### src/shared/otg_session_pkg.sv
/*
  Constants for the OTG session control block: register offset, field
  positions, reset values and the VBus level codes.
  Assumes a byte-addressed Avalon-MM bus with 32-bit data words.
*/
package otg_session_pkg;

  // Bus geometry
  localparam int          ADDR_W           = 8;
  localparam int          DATA_W           = 32;

  // Register offsets (byte addresses)
  localparam logic [7:0]  OFS_SESSION_CTRL = 8'h60;

  // Field positions inside otg_session_control
  localparam int          BIT_ROLE_IS_B    = 7;
  localparam int          BIT_LEVEL_HI     = 4;
  localparam int          BIT_LEVEL_LO     = 3;
  localparam int          BIT_NEG_REQ      = 1;
  localparam int          BIT_SESSION      = 0;

  // Reset values
  localparam logic [7:0]  RST_SESSION_CTRL = 8'h80;
  localparam logic        RST_ROLE_IS_B    = 1'b1;
  localparam logic [1:0]  RST_LEVEL        = 2'h0;

  // VBus level codes
  localparam logic [1:0]  LVL_BELOW_SEND   = 2'h0;
  localparam logic [1:0]  LVL_ABOVE_SEND   = 2'h1;
  localparam logic [1:0]  LVL_ABOVE_A_SIDE_VALID_THRESHOLD = 2'h2;
  localparam logic [1:0]  LVL_ABOVE_VVALID = 2'h3;

  // Unmapped address read value
  localparam logic [31:0] RD_UNMAPPED      = 32'h0000_0000;

endpackage : otg_session_pkg

### src/design/pin_sync3.sv
/*
  Three-stage synchroniser for a group of pin levels.
  Assumes inputs are asynchronous to the clock; the output changes only
  once the second and third stages agree.
*/
`timescale 1ns/100ps
module pin_sync3 #(
  parameter int W = 1
) (
  // Clock and reset
  input  wire logic         i_clk,
  input  wire logic         i_arst_n,
  // Pins and filtered levels
  input  wire logic [W-1:0] i_async,
  output logic      [W-1:0] o_level
);

  logic [W-1:0] s1_reg;
  logic [W-1:0] s2_reg;
  logic [W-1:0] s3_reg;
  logic [W-1:0] level_reg;

  // Shift chain; only s2 reads s1
  always_ff @(posedge i_clk or negedge i_arst_n) begin
    if (!i_arst_n) begin
      s1_reg <= '0;
      s2_reg <= '0;
      s3_reg <= '0;
    end else begin
      s1_reg <= i_async;
      s2_reg <= s1_reg;
      s3_reg <= s2_reg;
    end
  end

  // Accept a bit only when the two later stages agree
  always_ff @(posedge i_clk or negedge i_arst_n) begin
    if (!i_arst_n) begin
      level_reg <= '0;
    end else begin
      for (int k = 0; k < W; k++) begin
        if (s2_reg[k] == s3_reg[k]) begin
          level_reg[k] <= s3_reg[k];
        end
      end
    end
  end

  assign o_level = level_reg;

endmodule : pin_sync3

### src/design/vbus_level_enc.sv
/*
  VBus level encoder: turns three comparator levels into the two-bit
  level code and holds it while the transceiver clock is stopped.
  Assumes comparator inputs are already synchronised.
*/
`timescale 1ns/100ps
module vbus_level_enc
  import otg_session_pkg::*;
(
  // Clock and reset
  input  wire logic       i_clk,
  input  wire logic       i_arst_n,
  // Comparators and sampling gate
  input  wire logic       i_above_send,
  input  wire logic       i_above_a_side_valid_threshold,
  input  wire logic       i_above_vvalid,
  input  wire logic       i_sample_en,
  // Level code
  output logic [1:0]      o_level
);

  logic [1:0] level_reg;
  logic [1:0] level_next;

  // Highest threshold crossed wins
  always_comb begin
    if (i_above_vvalid) begin
      level_next = LVL_ABOVE_VVALID;
    end else if (i_above_a_side_valid_threshold) begin
      level_next = LVL_ABOVE_A_SIDE_VALID_THRESHOLD;
    end else if (i_above_send) begin
      level_next = LVL_ABOVE_SEND;
    end else begin
      level_next = LVL_BELOW_SEND;
    end
  end

  // Frozen while suspended: no transceiver clock means no sample
  always_ff @(posedge i_clk or negedge i_arst_n) begin
    if (!i_arst_n) begin
      level_reg <= RST_LEVEL;
    end else if (i_sample_en) begin
      level_reg <= level_next;
    end
  end

  assign o_level = level_reg;

endmodule : vbus_level_enc

### src/design/otg_session_control.sv
/*
  OTG session control register block, device side. Holds the role,
  VBus level, negotiation request and session bits and hands requests
  to the link controller as one-cycle pulses.
  Assumes an Avalon-MM master on I_REF_CLK and a link controller that
  reports suspend, negotiation done and B-side session start/end.
*/
// Contract
// [RQ1] Bit 7 reports role, B=1, resets 1
// [RQ2] Software reads role only during sessions
// [RQ3] Bits 4:3 give VBus level, reset 0
// [RQ4] Codes 1..3 follow comparator thresholds crossed
// [RQ5] Negotiation request starts negotiation at suspend
// [RQ6] Device clears negotiation request when done
// [RQ7] A-device software sets/clears session bit
// [RQ8] B-device sets/clears session bit itself
// [RQ9] B-device write of 1 starts session request
// [RQ10] Clearing session bit in suspend disconnects
// [RQ11] Software never clears session outside suspend
// [RQ12] Bits 6:5 and 2 read zero
// [RQ13] Level code frozen while transceiver suspended
// [RQ14] Read-only fields ignore software writes
`timescale 1ns/100ps
module otg_session_control
  import otg_session_pkg::*;
(
  // Clock and reset
  input  wire logic                  I_REF_CLK,
  input  wire logic                  I_ARST_N,
  // Avalon-MM slave
  input  wire logic [ADDR_W-1:0]     I_AVS_ADDRESS,
  input  wire logic                  I_AVS_READ,
  input  wire logic                  I_AVS_WRITE,
  input  wire logic [DATA_W-1:0]     I_AVS_WRITEDATA,
  input  wire logic [DATA_W/8-1:0]   I_AVS_BYTEENABLE,
  output logic      [DATA_W-1:0]     O_AVS_READDATA,
  output logic                       O_AVS_WAITREQUEST,
  // Link controller status (same clock)
  input  wire logic                  I_SUSPENDED,
  input  wire logic                  I_NEG_DONE,
  input  wire logic                  I_B_SESSION_START,
  input  wire logic                  I_B_SESSION_END,
  // Pins from the OTG transceiver (asynchronous)
  input  wire logic                  I_ROLE_IS_B_PIN,
  input  wire logic                  I_SESSION_END_THRESHOLD,
  input  wire logic                  I_A_SIDE_VALID_THRESHOLD,
  input  wire logic                  I_BUS_POWER_VALID_THRESHOLD,
  // Requests to the link controller
  output logic                       O_NEG_START,
  output logic                       O_SESSION_START_A,
  output logic                       O_SESSION_END_A,
  output logic                       O_SESSION_REQUEST,
  output logic                       O_SOFT_DISCONNECT,
  output logic                       O_SESSION_ACTIVE
);

  // Bus state
  logic        rd_done_reg;
  logic [31:0] rdata_reg;
  logic        wr_hit;
  logic        rd_hit;
  logic        wr_lane0;

  // Register fields
  logic        role_is_b_reg;
  logic        negotiation_request_reg;
  logic        session_reg;
  logic [1:0]  level;

  // Synchronised pin levels
  logic [3:0]  pins_sync;
  logic        role_pin;

  // Suspend edge tracking
  logic        suspended_d_reg;
  logic        suspend_entry;

  // Request pulses
  logic        neg_start_reg;
  logic        sess_start_a_reg;
  logic        sess_end_a_reg;
  logic        sess_req_reg;
  logic        soft_disc_reg;

  // Address decode for the single mapped word
  function automatic logic hits_ctrl(input logic [ADDR_W-1:0] a);
    return a == OFS_SESSION_CTRL;
  endfunction : hits_ctrl

  // Writes finish in one cycle, reads take one extra cycle for data
  assign wr_hit   = I_AVS_WRITE && hits_ctrl(I_AVS_ADDRESS);
  assign rd_hit   = I_AVS_READ && !rd_done_reg;
  assign wr_lane0 = wr_hit && I_AVS_BYTEENABLE[0];
  assign O_AVS_WAITREQUEST = rd_hit;

  // Comparator and role pins pass the three-stage synchroniser.
  // The role pin travels inverted so the chain's all-zero reset state
  // reads as the B-device reset value, not as a false A-device role.
  pin_sync3 #(
    .W (4)
  ) u_pin_sync (
    .i_clk    (I_REF_CLK),
    .i_arst_n (I_ARST_N),
    .i_async  ({!I_ROLE_IS_B_PIN, I_BUS_POWER_VALID_THRESHOLD,
                I_A_SIDE_VALID_THRESHOLD, I_SESSION_END_THRESHOLD}),
    .o_level  (pins_sync)
  );

  assign role_pin = !pins_sync[3]; // RQ1

  // Level code, held while suspended
  vbus_level_enc u_level (
    .i_clk          (I_REF_CLK),
    .i_arst_n       (I_ARST_N),
    .i_above_send   (pins_sync[0]),
    .i_above_a_side_valid_threshold (pins_sync[1]),
    .i_above_vvalid (pins_sync[2]),
    .i_sample_en    (!I_SUSPENDED),  // RQ13
    .o_level        (level)          // RQ3 RQ4
  );

  // Role bit: comes from the ID pin, never from software
  always_ff @(posedge I_REF_CLK or negedge I_ARST_N) begin
    if (!I_ARST_N) begin
      role_is_b_reg <= RST_ROLE_IS_B; // RQ1
    end else begin
      role_is_b_reg <= role_pin; // RQ1 RQ14
    end
  end

  // Suspend entry detect
  always_ff @(posedge I_REF_CLK or negedge I_ARST_N) begin
    if (!I_ARST_N) begin
      suspended_d_reg <= 1'b0;
    end else begin
      suspended_d_reg <= I_SUSPENDED;
    end
  end

  assign suspend_entry = I_SUSPENDED && !suspended_d_reg;

  // Negotiation request: a same-cycle software write wins over the
  // done pulse, so a fresh request is never lost to the clear
  always_ff @(posedge I_REF_CLK or negedge I_ARST_N) begin
    if (!I_ARST_N) begin
      negotiation_request_reg <= RST_SESSION_CTRL[BIT_NEG_REQ];
    end else if (wr_lane0) begin
      negotiation_request_reg <= I_AVS_WRITEDATA[BIT_NEG_REQ];
    end else if (I_NEG_DONE) begin
      negotiation_request_reg <= 1'b0; // RQ6
    end
  end

  // Negotiation starts only on the suspend entry edge; a request made
  // while already suspended waits for the next entry
  always_ff @(posedge I_REF_CLK or negedge I_ARST_N) begin
    if (!I_ARST_N) begin
      neg_start_reg <= 1'b0;
    end else begin
      neg_start_reg <= negotiation_request_reg && suspend_entry; // RQ5
    end
  end

  // Session bit: software writes on either side, controller also sets/clears on B side
  always_ff @(posedge I_REF_CLK or negedge I_ARST_N) begin
    if (!I_ARST_N) begin
      session_reg <= RST_SESSION_CTRL[BIT_SESSION];
    end else if (role_is_b_reg && I_B_SESSION_START) begin
      session_reg <= 1'b1; // RQ8
    end else if (wr_lane0) begin
      session_reg <= I_AVS_WRITEDATA[BIT_SESSION]; // RQ7 RQ9 RQ10
    end else if (role_is_b_reg && I_B_SESSION_END) begin
      session_reg <= 1'b0; // RQ8
    end
  end

  // Software-driven session requests as one-cycle pulses
  always_ff @(posedge I_REF_CLK or negedge I_ARST_N) begin
    if (!I_ARST_N) begin
      sess_start_a_reg <= 1'b0;
      sess_end_a_reg   <= 1'b0;
      sess_req_reg     <= 1'b0;
      soft_disc_reg    <= 1'b0;
    end else begin
      sess_start_a_reg <= wr_lane0 && !role_is_b_reg
                          && I_AVS_WRITEDATA[BIT_SESSION]
                          && !session_reg; // RQ7
      sess_end_a_reg   <= wr_lane0 && !role_is_b_reg
                          && !I_AVS_WRITEDATA[BIT_SESSION]
                          && session_reg; // RQ7
      sess_req_reg     <= wr_lane0 && role_is_b_reg
                          && I_AVS_WRITEDATA[BIT_SESSION]; // RQ9
      // Clearing outside suspend is undefined; the bit still clears but no disconnect is raised
      soft_disc_reg    <= wr_lane0 && I_SUSPENDED
                          && !I_AVS_WRITEDATA[BIT_SESSION]
                          && session_reg; // RQ10 RQ11
    end
  end

  // Read data; reserved bits and unmapped words read as zero
  always_ff @(posedge I_REF_CLK or negedge I_ARST_N) begin
    if (!I_ARST_N) begin
      rd_done_reg <= 1'b0;
      rdata_reg   <= RD_UNMAPPED;
    end else if (rd_hit) begin
      rd_done_reg <= 1'b1;
      if (hits_ctrl(I_AVS_ADDRESS)) begin
        rdata_reg <= {24'h000000, role_is_b_reg, 2'h0, level, 1'b0,
                      negotiation_request_reg, session_reg}; // RQ12
      end else begin
        rdata_reg <= RD_UNMAPPED;
      end
    end else begin
      rd_done_reg <= 1'b0;
    end
  end

  assign O_AVS_READDATA    = rdata_reg;
  assign O_NEG_START       = neg_start_reg;
  assign O_SESSION_START_A = sess_start_a_reg;
  assign O_SESSION_END_A   = sess_end_a_reg;
  assign O_SESSION_REQUEST = sess_req_reg;
  assign O_SOFT_DISCONNECT = soft_disc_reg;
  assign O_SESSION_ACTIVE  = session_reg;

endmodule : otg_session_control

### config.mk
export PLATFORM = sky130hd
export DESIGN_NAME = otg_session_control
export DESIGN_NICKNAME = d
export VERILOG_FILES = /design/src/shared/otg_session_pkg.sv /design/src/design/pin_sync3.sv /design/src/design/vbus_level_enc.sv /design/src/design/otg_session_control.sv
export SDC_FILE = /design/constraint.sdc
export NUM_CORES = 1
export LEC_CHECK = 0
export BUFFER_PORTS_ARGS = -buffer_cell sky130_fd_sc_hd__buf_2
export CAP_MARGIN = 15
export CELL_PAD_IN_SITES_DETAIL_PLACEMENT = 1
export CELL_PAD_IN_SITES_GLOBAL_PLACEMENT = 2
export CORE_MARGIN = 2
export CORE_UTILIZATION = 23
export CTS_BUF_LIST = sky130_fd_sc_hd__clkbuf_16
export CTS_CLUSTER_SIZE = 12
export DETAILED_ROUTE_END_ITERATION = 10
export PLACE_DENSITY_LB_ADDON = 0.2
export SLEW_MARGIN = 20
export SYNTH_ARGS = -nofsm -noshare
export SYNTH_HDL_FRONTEND = slang
export SYNTH_SLANG_ARGS = --single-unit
### constraint.sdc
create_clock -name I_REF_CLK -period 1.3 [get_ports I_REF_CLK]
set_input_delay 0.13 -clock I_REF_CLK [delete_from_list [all_inputs] [get_ports I_REF_CLK]]
set_output_delay 0.13 -clock I_REF_CLK [all_outputs]
set_load 0.05 [all_outputs]
==> metrics.txt, run 1 <==
number of stages on the worst setup path 3; unique cell type count in the Yosys netlist 23; fin. max-slew vios 0; largest net degree at the start of global routing 18; Seq/Total Area, Yosys slightly above 60%; number of DRC markers in iteration 0 23; hold path startpoint I_SUSPENDED; flop-to-flop setup slack roughly 0.3 ns; cell family with most CP delay flip-flops; via count between 800 and 900; slowest stage delay, CP ~0.35 ns; TritonCTS clock tree done; Power Density between 1000 and 1500 nW/um2; Area contributors post-synth dfrtp_1, buf_4, nand2_1; Wirelength per Cell between 10 and 15 um; sequence of cells on the critical path nand2b_1 -> inv_2 -> buf_6; post-DP HPWL approximately 1900 um; Mapped Cells between 100 and 150; Setup WS pre-CTS between 0.07 and 0.08 ns; Synth Area in Adders 2.96%; CTS sink count 33; Yosys top cell by area dfrtp_1; Worst Setup End Kind primary output; RSZ-0062 raised after global routing false; via/cell ratio between 3 and 4; worst setup margin roughly 0.095 ns; post-route minimum period ~1.2 ns; CP max stage cell dfrtp_1; Die X 80.7 um; number of flip-flops in the largest register 5; postcts setup bufs 0; Top FF cell, synth dfrtp_1; Peak VDD IR 496 uV; crit path DAT ~1.1 ns; GRT Residual Overflow 0; Clk Latency, worst-skew pair between 0.2 and 0.3 ns; GPL Wtd Cong ~0.68; antenna cell count 0; P_int approximately 1.8 mW; GRT Total Usage about 8.6%; post-synth top area share between 50% and 60%; Chip Height slightly above 80 um; cells on worst reg2reg path 3; Final Hold Viols 0; Startpoint Class flip-flop; fin util 30.8%; Post-DRT Antenna Nets 0; Ports 95; 1st-pass router iterations 2; area of the multi-input gates about 400 um2; FF+latch count, synth 33; full die area 6520 um2; CTS clk-pin slew, worst paths 0.05 ns; simple-gate share of the synthesized area between 10 and 15%; endpoints failing setup 0; switching share of power a little over a quarter; Hold EP suspended_d_reg; initial antenna violation count 0; Synth Warn # 0; Buf/Inv on CP 2; core area 5610 um2; Layout Area Growth over Synthesis 27.4%; # DRC 0; final worst-path cycle share 92.7%; share of layout cells above drive strength 1 31.2%; Worst Skew between 0.003 and 0.004 ns; row cnt 27; Post-synth top cells dfrtp_1, buf_4, nand2_1; critical setup path kind flip-flop to primary output; post-synthesis mux area share around 1.8%; Starting Density 24.1%; Layout Nets 213; Avg Cell Area, Syn approximately 12 um2; Sw Pwr 0.692 mW; clock group share of total power between 40% and 50%; htree depth 2; final WL 2480 um; top-count cell post-synth dfrtp_1; fillcell total 653; Gate power share 13.8%; Root Buffer clkbuf_16; Port Buf Inserts 34; total CTS buffers 5; number of synthesized flops with an enable pin 0; vias in the first global route 855; sequential share of power 44.1%; Async SR Flop Fraction 100%; first-pass GRT wire length roughly 4100 um; min-delay worst type input port to flip-flop; status completed; max-cap viol count 0; f_max 830 MHz; largest family of logic cells by synthesized area buffers and inverters; compound-gate portion of the synthesized area roughly 3.5%; crit-path max FO 6; origin of the critical flop-to-flop path role_is_b_reg; Worst Path Required ~1.2 ns; hold path depth 1; post-synthesis xor/xnor area fraction 0%; Reg area about 830 um2; clk buf depth 2; reg2reg end O_SESSION_ACTIVE; setup TNS 0 ns; Synth Cell Area 1350 um2; leakage 0.866 nW
==> placed cells by master (no fill, tap or decap) <==
cell,netlist,layout
o31ai_1,1,1
a21oi_1,2,2
nand3b_1,1,1
nor2b_1,1,1
nand4_4,1,1
mux2_4,1,1
nor4b_2,2,2
inv_1,5,5
buf_4,27,1
dlygate4sd3_1,0,5
conb_1,1,27
mux2i_1,1,1
clkinv_1,0,1
dfrtp_1,32,32
dfstp_2,1,1
nor3_1,1,1
nand2b_1,1,1
clkbuf_16,0,5
buf_6,0,1
and4bb_2,1,1
o21ai_0,6,6
and2_1,1,1
nor4_4,1,1
inv_2,0,1
maj3_1,4,4
buf_2,0,33
buf_12,0,1
nand3_1,1,1
nand2_1,14,14
nor2_1,4,4
==> per-stage QoR <==
step	cells	hold slack [ns]	cell area (um2)	total power, mW
6_report	229	0.0498	1730	2.54
5_1_grt	229	0.0498	1730	2.66
4_1_cts	229	0.0475	1730	2.58
3_5_place_dp	217	0.0819	1540	1.48
3_3_place_gp	217	0.0799	1540	1.47
2_1_floorplan	136	-0.166	1450	1.44
==> power groups by stage <==
stage	sequential, mW	combinational (mW)	clock [mW]
after global routing	1.13	0.377	1.15
after detailed placement	1.14	0.338	0
after CTS	1.12	0.354	1.10
after global placement	1.14	0.333	0
after floorplan	1.15	0.291	0
final	1.12	0.351	1.07
==> cell families after synthesis <==
logic type      count (synthesis)
simple gates                   29
compound gates                  9
fa+ha+maj                       4
mux                             2
buf+inv                        32
other cells                     1
flops                          33
==> layout make-up <==
| class | instances | area share [%] |
|---|---|---|
| well taps | 72 | 5.22 |
| clock buffers | 5 | 7.25 |
| repair buffers | 41 | 14.7 |
| clock inverters | 2 | 0.435 |
| flip-flops and latches | 33 | 47.9 |
| multi-input cells | 71 | 23.4 |
| inverters | 5 | 1.09 |
==> how the worst max path moves through the flow <==
stage / from / end / slack, ns
5_1_grt: rd_done_reg / O_AVS_WAITREQUEST / 0.01
3_3_place_gp: I_AVS_ADDRESS[1] / negotiation_request_reg / 0.07
4_1_cts: rd_done_reg / O_AVS_WAITREQUEST / 0.007
6_report: rd_done_reg / O_AVS_WAITREQUEST / 0.1
3_5_place_dp: I_AVS_ADDRESS[1] / negotiation_request_reg / 0.07
2_1_floorplan: rd_done_reg / O_AVS_READDATA[0] / 0.05
==> worst reg2reg max path, delay by kind of cell, from the launching register on <==
kind	cells	cell delay [ns]
DFF	1	0.57
and+or+nand+nor	1	0.16
AOI/OAI and AO/OA	1	0.05
muxes	1	0.14
==> layer usage <==
metal | routed length, um | track usage, % | vias up
li1 | - | - | 395
met1 | 985 | 9.81 | 396
met2 | 1210 | 13.4 | 38
met3 | 226 | 3.26 | 6
met4 | 61 | 5.59 | 0
met5 | 0 | 0 | -
==> repair_timing <==
action	in CTS	in global routing
hold endpoints to repair	19	0
setup endpoints to repair	1	1
gates resized for setup	2	1
hold buffers	5	0
Power figures use the tool's default switching activity.
==> run 2: changes to the inputs <==
- BUFFER_PORTS_ARGS: -buffer_cell sky130_fd_sc_hd__buf_2 -> not set
- CORE_ASPECT_RATIO: not set -> 0.9
- CORE_UTILIZATION: 23 -> 34
- DONT_BUFFER_PORTS: not set -> 1
==> run 2 against run 1 <==
Against the previous run:
- combinational power is 7.7% lower
- clock power hardly changed
- power decreased by 1.7%
- critical path type unchanged
- largest cell class unchanged
- sequential power hardly changed
- clock skew shrank 0.00054 ns
- critical path depth unchanged
- via count is 9.8% lower
- cell area fell by 7.7%
- count of clock-buffer cells in the layout did not move
==> metrics.txt, run 2 (synthesis results as in run 1) <==
min-delay worst type input port to flip-flop; leakage 0.751 nW (-13%); clock group share of total power 42.1% (about the same); fin. max-slew vios 0 (unchanged); Starting Density 36.0% (+12 points); critical setup path kind flip-flop to primary output; GPL Wtd Cong 0.683 (+1.1%); Layout Nets 187 (-12%); GRT Total Usage 10.3% (+1.7 points); sequential share of power 44.9% (+0.8 points); full die area 4500 um2 (-31%); via count 753 (-9.8%); Die X 70.5 um (-13%); f_max 840 MHz (+1.2%); via/cell ratio 4.25 (+17%); Post-DRT Antenna Nets 0 (unchanged); CTS sink count 33 (unchanged); TritonCTS clock tree done; status completed; Power Density 1570 nW/um2 (+6.5%); Wirelength per Cell 12.0 um (+11%); crit path DAT 1.06 ns (about the same); initial antenna violation count 0 (unchanged); RSZ-0062 raised after global routing false; row cnt 21 (-22%); share of layout cells above drive strength 1 13.7% (-17 points); CTS clk-pin slew, worst paths 0.05 ns (about the same); largest net degree at the start of global routing 34 (+16); Sw Pwr 0.661 mW (-4.6%); switching share of power 26.5% (-0.81 points); number of DRC markers in iteration 0 42 (+83%); final WL 2130 um (-14%); post-route minimum period 1.19 ns (-0.0140 ns); Root Buffer clkbuf_16; # DRC 0 (unchanged); post-DP HPWL 1500 um (-20%); Clk Latency, worst-skew pair 0.27 ns (about the same); core area 3760 um2 (-33%); most frequent cells in the layout dfrtp_1, conb_1, nand2_1; crit-path max FO 6 (unchanged); most common cell after layout, fill and taps aside dfrtp_1; Layout Area Growth over Synthesis 17.7%; max-cap viol count 0 (unchanged); GRT Residual Overflow 0 (unchanged); fin util 42.4% (+12 points); number of flip-flops in the largest register 5 (unchanged); Worst Setup End Kind primary output; first-pass GRT wire length 3420 um (-16%); setup TNS 0 ns (unchanged); final worst-path cycle share 91.6% (-1.1 points); htree depth 2 (unchanged); Port Buf Inserts 0 (-100%); worst setup margin 0.109 ns (+0.0140 ns); post-route insts no fill 177 (-23%); fillcell total 426 (-35%); Chip Height 63.9 um (-21%); Peak VDD IR 573 uV (+16%); Final Hold Viols 0 (unchanged); P_int 1.84 mW (-0.58%); clk buf depth 2 (unchanged); Startpoint Class flip-flop; total CTS buffers 5 (unchanged); cell count after placement 159 (-27%); Worst Path Required 1.17 ns (about the same); Worst Skew 0.00312 ns (-0.000538 ns); endpoints failing setup 0 (unchanged); antenna cell count 0 (unchanged); 1st-pass router iterations 4 (+2); Setup WS pre-CTS 0.180 ns (+0.107 ns); Ports 95 (unchanged); vias in the first global route 751 (-12%); total design power 2.50 mW (-1.7%); postcts setup bufs 0 (unchanged); Gate power share 13.0% (-0.8 points)
## run 2: power by group through the flow
stage,logic (mW),registers [mW],clock network [mW]
global route,0.346,1.13,1.14
floorplan,0.291,1.15,0
CTS,0.326,1.12,1.09
finish,0.324,1.12,1.05
detailed placement,0.269,1.14,0
global placement,0.266,1.14,0
## run 2: path summary, 6_finish.rpt
check / start / end / slack [ns] / cells past startpoint
hold reg to reg: u_pin_sync.s1_reg[2] / u_pin_sync.s2_reg[2] / 0.35 / 0
min in group asynchronous: I_ARST_N / negotiation_request_reg / 0.30 / 2
hold / removal: I_AVS_WRITEDATA[0] / O_SOFT_DISCONNECT / 0.008 / 2
setup / recovery: rd_done_reg / O_AVS_WAITREQUEST / 0.11 / 3
max in group asynchronous: I_ARST_N / role_is_b_reg / 0.76 / 2
setup reg to reg: rd_done_reg / O_AVS_READDATA[7] / 0.29 / 3
## run 2: worst max-delay path, stage by stage (launching register included)
cell      delay, ns
dfrtp_1        0.35
nand2b_1       0.16
inv_2          0.11
buf_6          0.17
## run 2: cell type report
class / count / area (um2) / share of cell area [%]
flip-flops and latches: 33 / 827 / 51.9
multi-input cells: 71 / 403 / 25.3
repair buffers: 15 / 154 / 9.66
clock buffers: 5 / 125 / 7.86
well taps: 46 / 57.6 / 3.61
inverters: 5 / 18.8 / 1.18
clock inverters: 2 / 7.51 / 0.471
## run 2: routing by layer
metal	wire, um	GRT usage (%)	share of wire, %	up-vias
met1	777	10.5	37	364
li1	-	-	-	347
met5	0	0	0	-
met3	204	4.73	9.6	5
met4	46	7.21	2.2	0
met2	1100	16.6	52	37
## run 2: through the flow
step,hold WS (ns),area [um2]
after CTS,0.00195,1590
after floorplan,-0.166,1450
final,0.00810,1590
after global routing,0.0302,1590
after global placement,-0.165,1340
after detailed placement,-0.165,1340
## run 2: what timing repair did
| item | in CTS | in global routing |
|---|---|---|
| hold buffers | 11 | 0 |
| pin swaps | 0 | 0 |
| resized for setup | 1 | 1 |
| endpoints found under the hold margin | 45 | 0 |
| endpoints found under the setup margin | 1 | 1 |
==> run 3: changes to the inputs <==
- CAP_MARGIN: 15 -> not set
- CTS_BUF_LIST: sky130_fd_sc_hd__clkbuf_16 -> not set
==> run 3 against run 2 <==
Against the previous run:
- count of clock-buffer cells in the layout grew 2
- critical path depth is the same
- clock skew grew 0.0016 ns
- global-route usage is essentially flat
- via count shrank 0.66%
- hold slack gained 0.022 ns
- sequential power is essentially flat
- cell area shrank 2.3%
- utilization shrank 0.97 points
- critical endpoint unchanged
==> metrics.txt, run 3 (synthesis results as in run 1) <==
status completed; first-pass GRT wire length 3420 um (unchanged); TritonCTS clock tree done; final WL 2120 um (-0.28%); share of layout cells above drive strength 1 14.4% (+0.65 points); total CTS buffers 5 (unchanged); Clk Latency, worst-skew pair 0.28 ns (about the same); number of DRC markers in iteration 0 41 (-2.4%); htree depth 2 (unchanged); area of the multi-input gates 403 um2 (unchanged); fin. max-slew vios 0 (unchanged); P_int 1.57 mW (-14%); Starting Density 36.0% (unchanged); antenna cell count 0 (unchanged); Layout Area Growth over Synthesis 15.0%; initial antenna violation count 0 (unchanged); 1st-pass router iterations 4 (unchanged); full die area 4500 um2 (unchanged); GRT Residual Overflow 0 (unchanged); post-route minimum period 1.21 ns (+0.0175 ns); Post-DRT Antenna Nets 0 (unchanged); # DRC 0 (unchanged); via/cell ratio 4.20 (-1.2%); Worst Hold Slack 0.0305 ns (+0.0224 ns); RSZ-0062 raised after global routing false; final worst-path cycle share 92.9% (+1.3 points); slowest stage delay, CP 0.35 ns (about the same); Final Hold Viols 0 (unchanged); Port Buf Inserts 0 (unchanged); switching share of power 28.2% (+1.7 points); Worst Skew 0.00477 ns (+0.00165 ns); largest net degree at the start of global routing 34 (unchanged); GRT Total Usage 10.2% (-0.034 points); setup TNS 0 ns (unchanged); Wirelength per Cell 11.9 um (-0.84%); Power Density 1410 nW/um2 (-10%); critical setup path kind flip-flop to primary output; leakage 0.731 nW (-2.7%); Peak VDD IR 502 uV (-12%); total design power 2.19 mW (-12%); Ports 95 (unchanged); vias in the first global route 743 (-1.1%); endpoints failing setup 0 (unchanged); max-cap viol count 0 (unchanged); sequence of cells on the critical path nand2b_1 -> inv_2 -> buf_6; Startpoint Class flip-flop; crit-path max FO 6 (unchanged); crit path DAT 1.08 ns (+0.02 ns); CP max stage cell dfrtp_1; GPL Wtd Cong 0.683 (unchanged); CTS sink count 33 (unchanged); sequential share of power 51.1% (+6.2 points); Chip Height 63.9 um (unchanged); post-route insts no fill 178 (+0.56%); most common cell after layout, fill and taps aside dfrtp_1; Root Buffer clkbuf_8; fillcell total 422 (-0.94%); Sw Pwr 0.617 mW (-6.7%); postcts setup bufs 0 (unchanged); Worst Path Required 1.17 ns (about the same); Worst Setup End Kind primary output; Layout Nets 188 (+0.53%); clk buf depth 2 (unchanged); post-DP HPWL 1500 um (unchanged); Die X 70.5 um (unchanged); Reg area 827 um2 (unchanged); CTS clk-pin slew, worst paths 0.06 ns (about the same); cell count after placement 159 (unchanged); number of flip-flops in the largest register 5 (unchanged); min-delay worst type input port to flip-flop; f_max 828 MHz (-1.4%); core area 3760 um2 (unchanged); Gate power share 14.9% (+1.9 points); via count 748 (-0.66%); most frequent cells in the layout dfrtp_1, conb_1, nand2_1; clock group share of total power 34.0% (-8.1 points); row cnt 21 (unchanged)
==> run 3: what timing repair did <==
action,CTS,global route
endpoints found under the setup margin,1,1
hold buffers,11,1
gates resized for setup,1,1
hold endpoints to repair,45,1
==> run 3: power groups by stage <==
| stage | Clock, mW | Sequential [mW] | Combinational [mW] |
|---|---|---|---|
| 6_report | 0.744 | 1.12 | 0.327 |
| 5_1_grt | 0.839 | 1.13 | 0.348 |
| 4_1_cts | 0.789 | 1.12 | 0.326 |
| 3_5_place_dp | 0 | 1.14 | 0.269 |
| 3_3_place_gp | 0 | 1.14 | 0.266 |
| 2_1_floorplan | 0 | 1.15 | 0.291 |
==> run 3: critical path, delay by kind of cell (launching register included) <==
family / cells / cell delay [ns]
AND/OR/NAND/NOR: 1 / 0.16
buffers and inverters: 2 / 0.29
flip-flops: 1 / 0.35
==> run 3: final timing paths <==
path | from | endpoint | slack (ns) | cells after the start
worst max-delay path | rd_done_reg | O_AVS_WAITREQUEST | 0.09 | 3
worst max register to register | rd_done_reg | O_AVS_READDATA[7] | 0.29 | 3
min in group asynchronous | I_ARST_N | O_AVS_READDATA[0] | 0.30 | 2
worst min register to register | u_pin_sync.s1_reg[2] | u_pin_sync.s2_reg[2] | 0.35 | 0
max in group asynchronous | I_ARST_N | role_is_b_reg | 0.76 | 2
worst min-delay path | I_AVS_WRITE | O_SOFT_DISCONNECT | 0.03 | 2
==> run 3: cell type report <==
type	instances	area share, %
well taps	46	3.70
repair buffers	16	10.5
multi-input cells	71	25.9
inverters	5	1.21
flip-flops and latches	33	53.1
clock buffers	7	5.55
==> run 3: per-stage QoR <==
step | setup slack (ns) | util (%) | area, um2
global placement | 0.185 | 35.6 | 1340
global route | 0.0101 | 41.4 | 1560
finish | 0.0918 | 41.4 | 1560
detailed placement | 0.180 | 35.6 | 1340
CTS | 0.00618 | 41.2 | 1550
floorplan | 0.0455 | - | 1450
==> run 3: layer usage <==
| layer | vias up | share of wire (%) | global-route usage [%] |
|---|---|---|---|
| met5 | - | 0 | 0 |
| met4 | 0 | 0.71 | 4.33 |
| met3 | 3 | 8.8 | 6.78 |
| met2 | 35 | 53 | 16.3 |
| met1 | 364 | 38 | 10.6 |
| li1 | 346 | - | - |
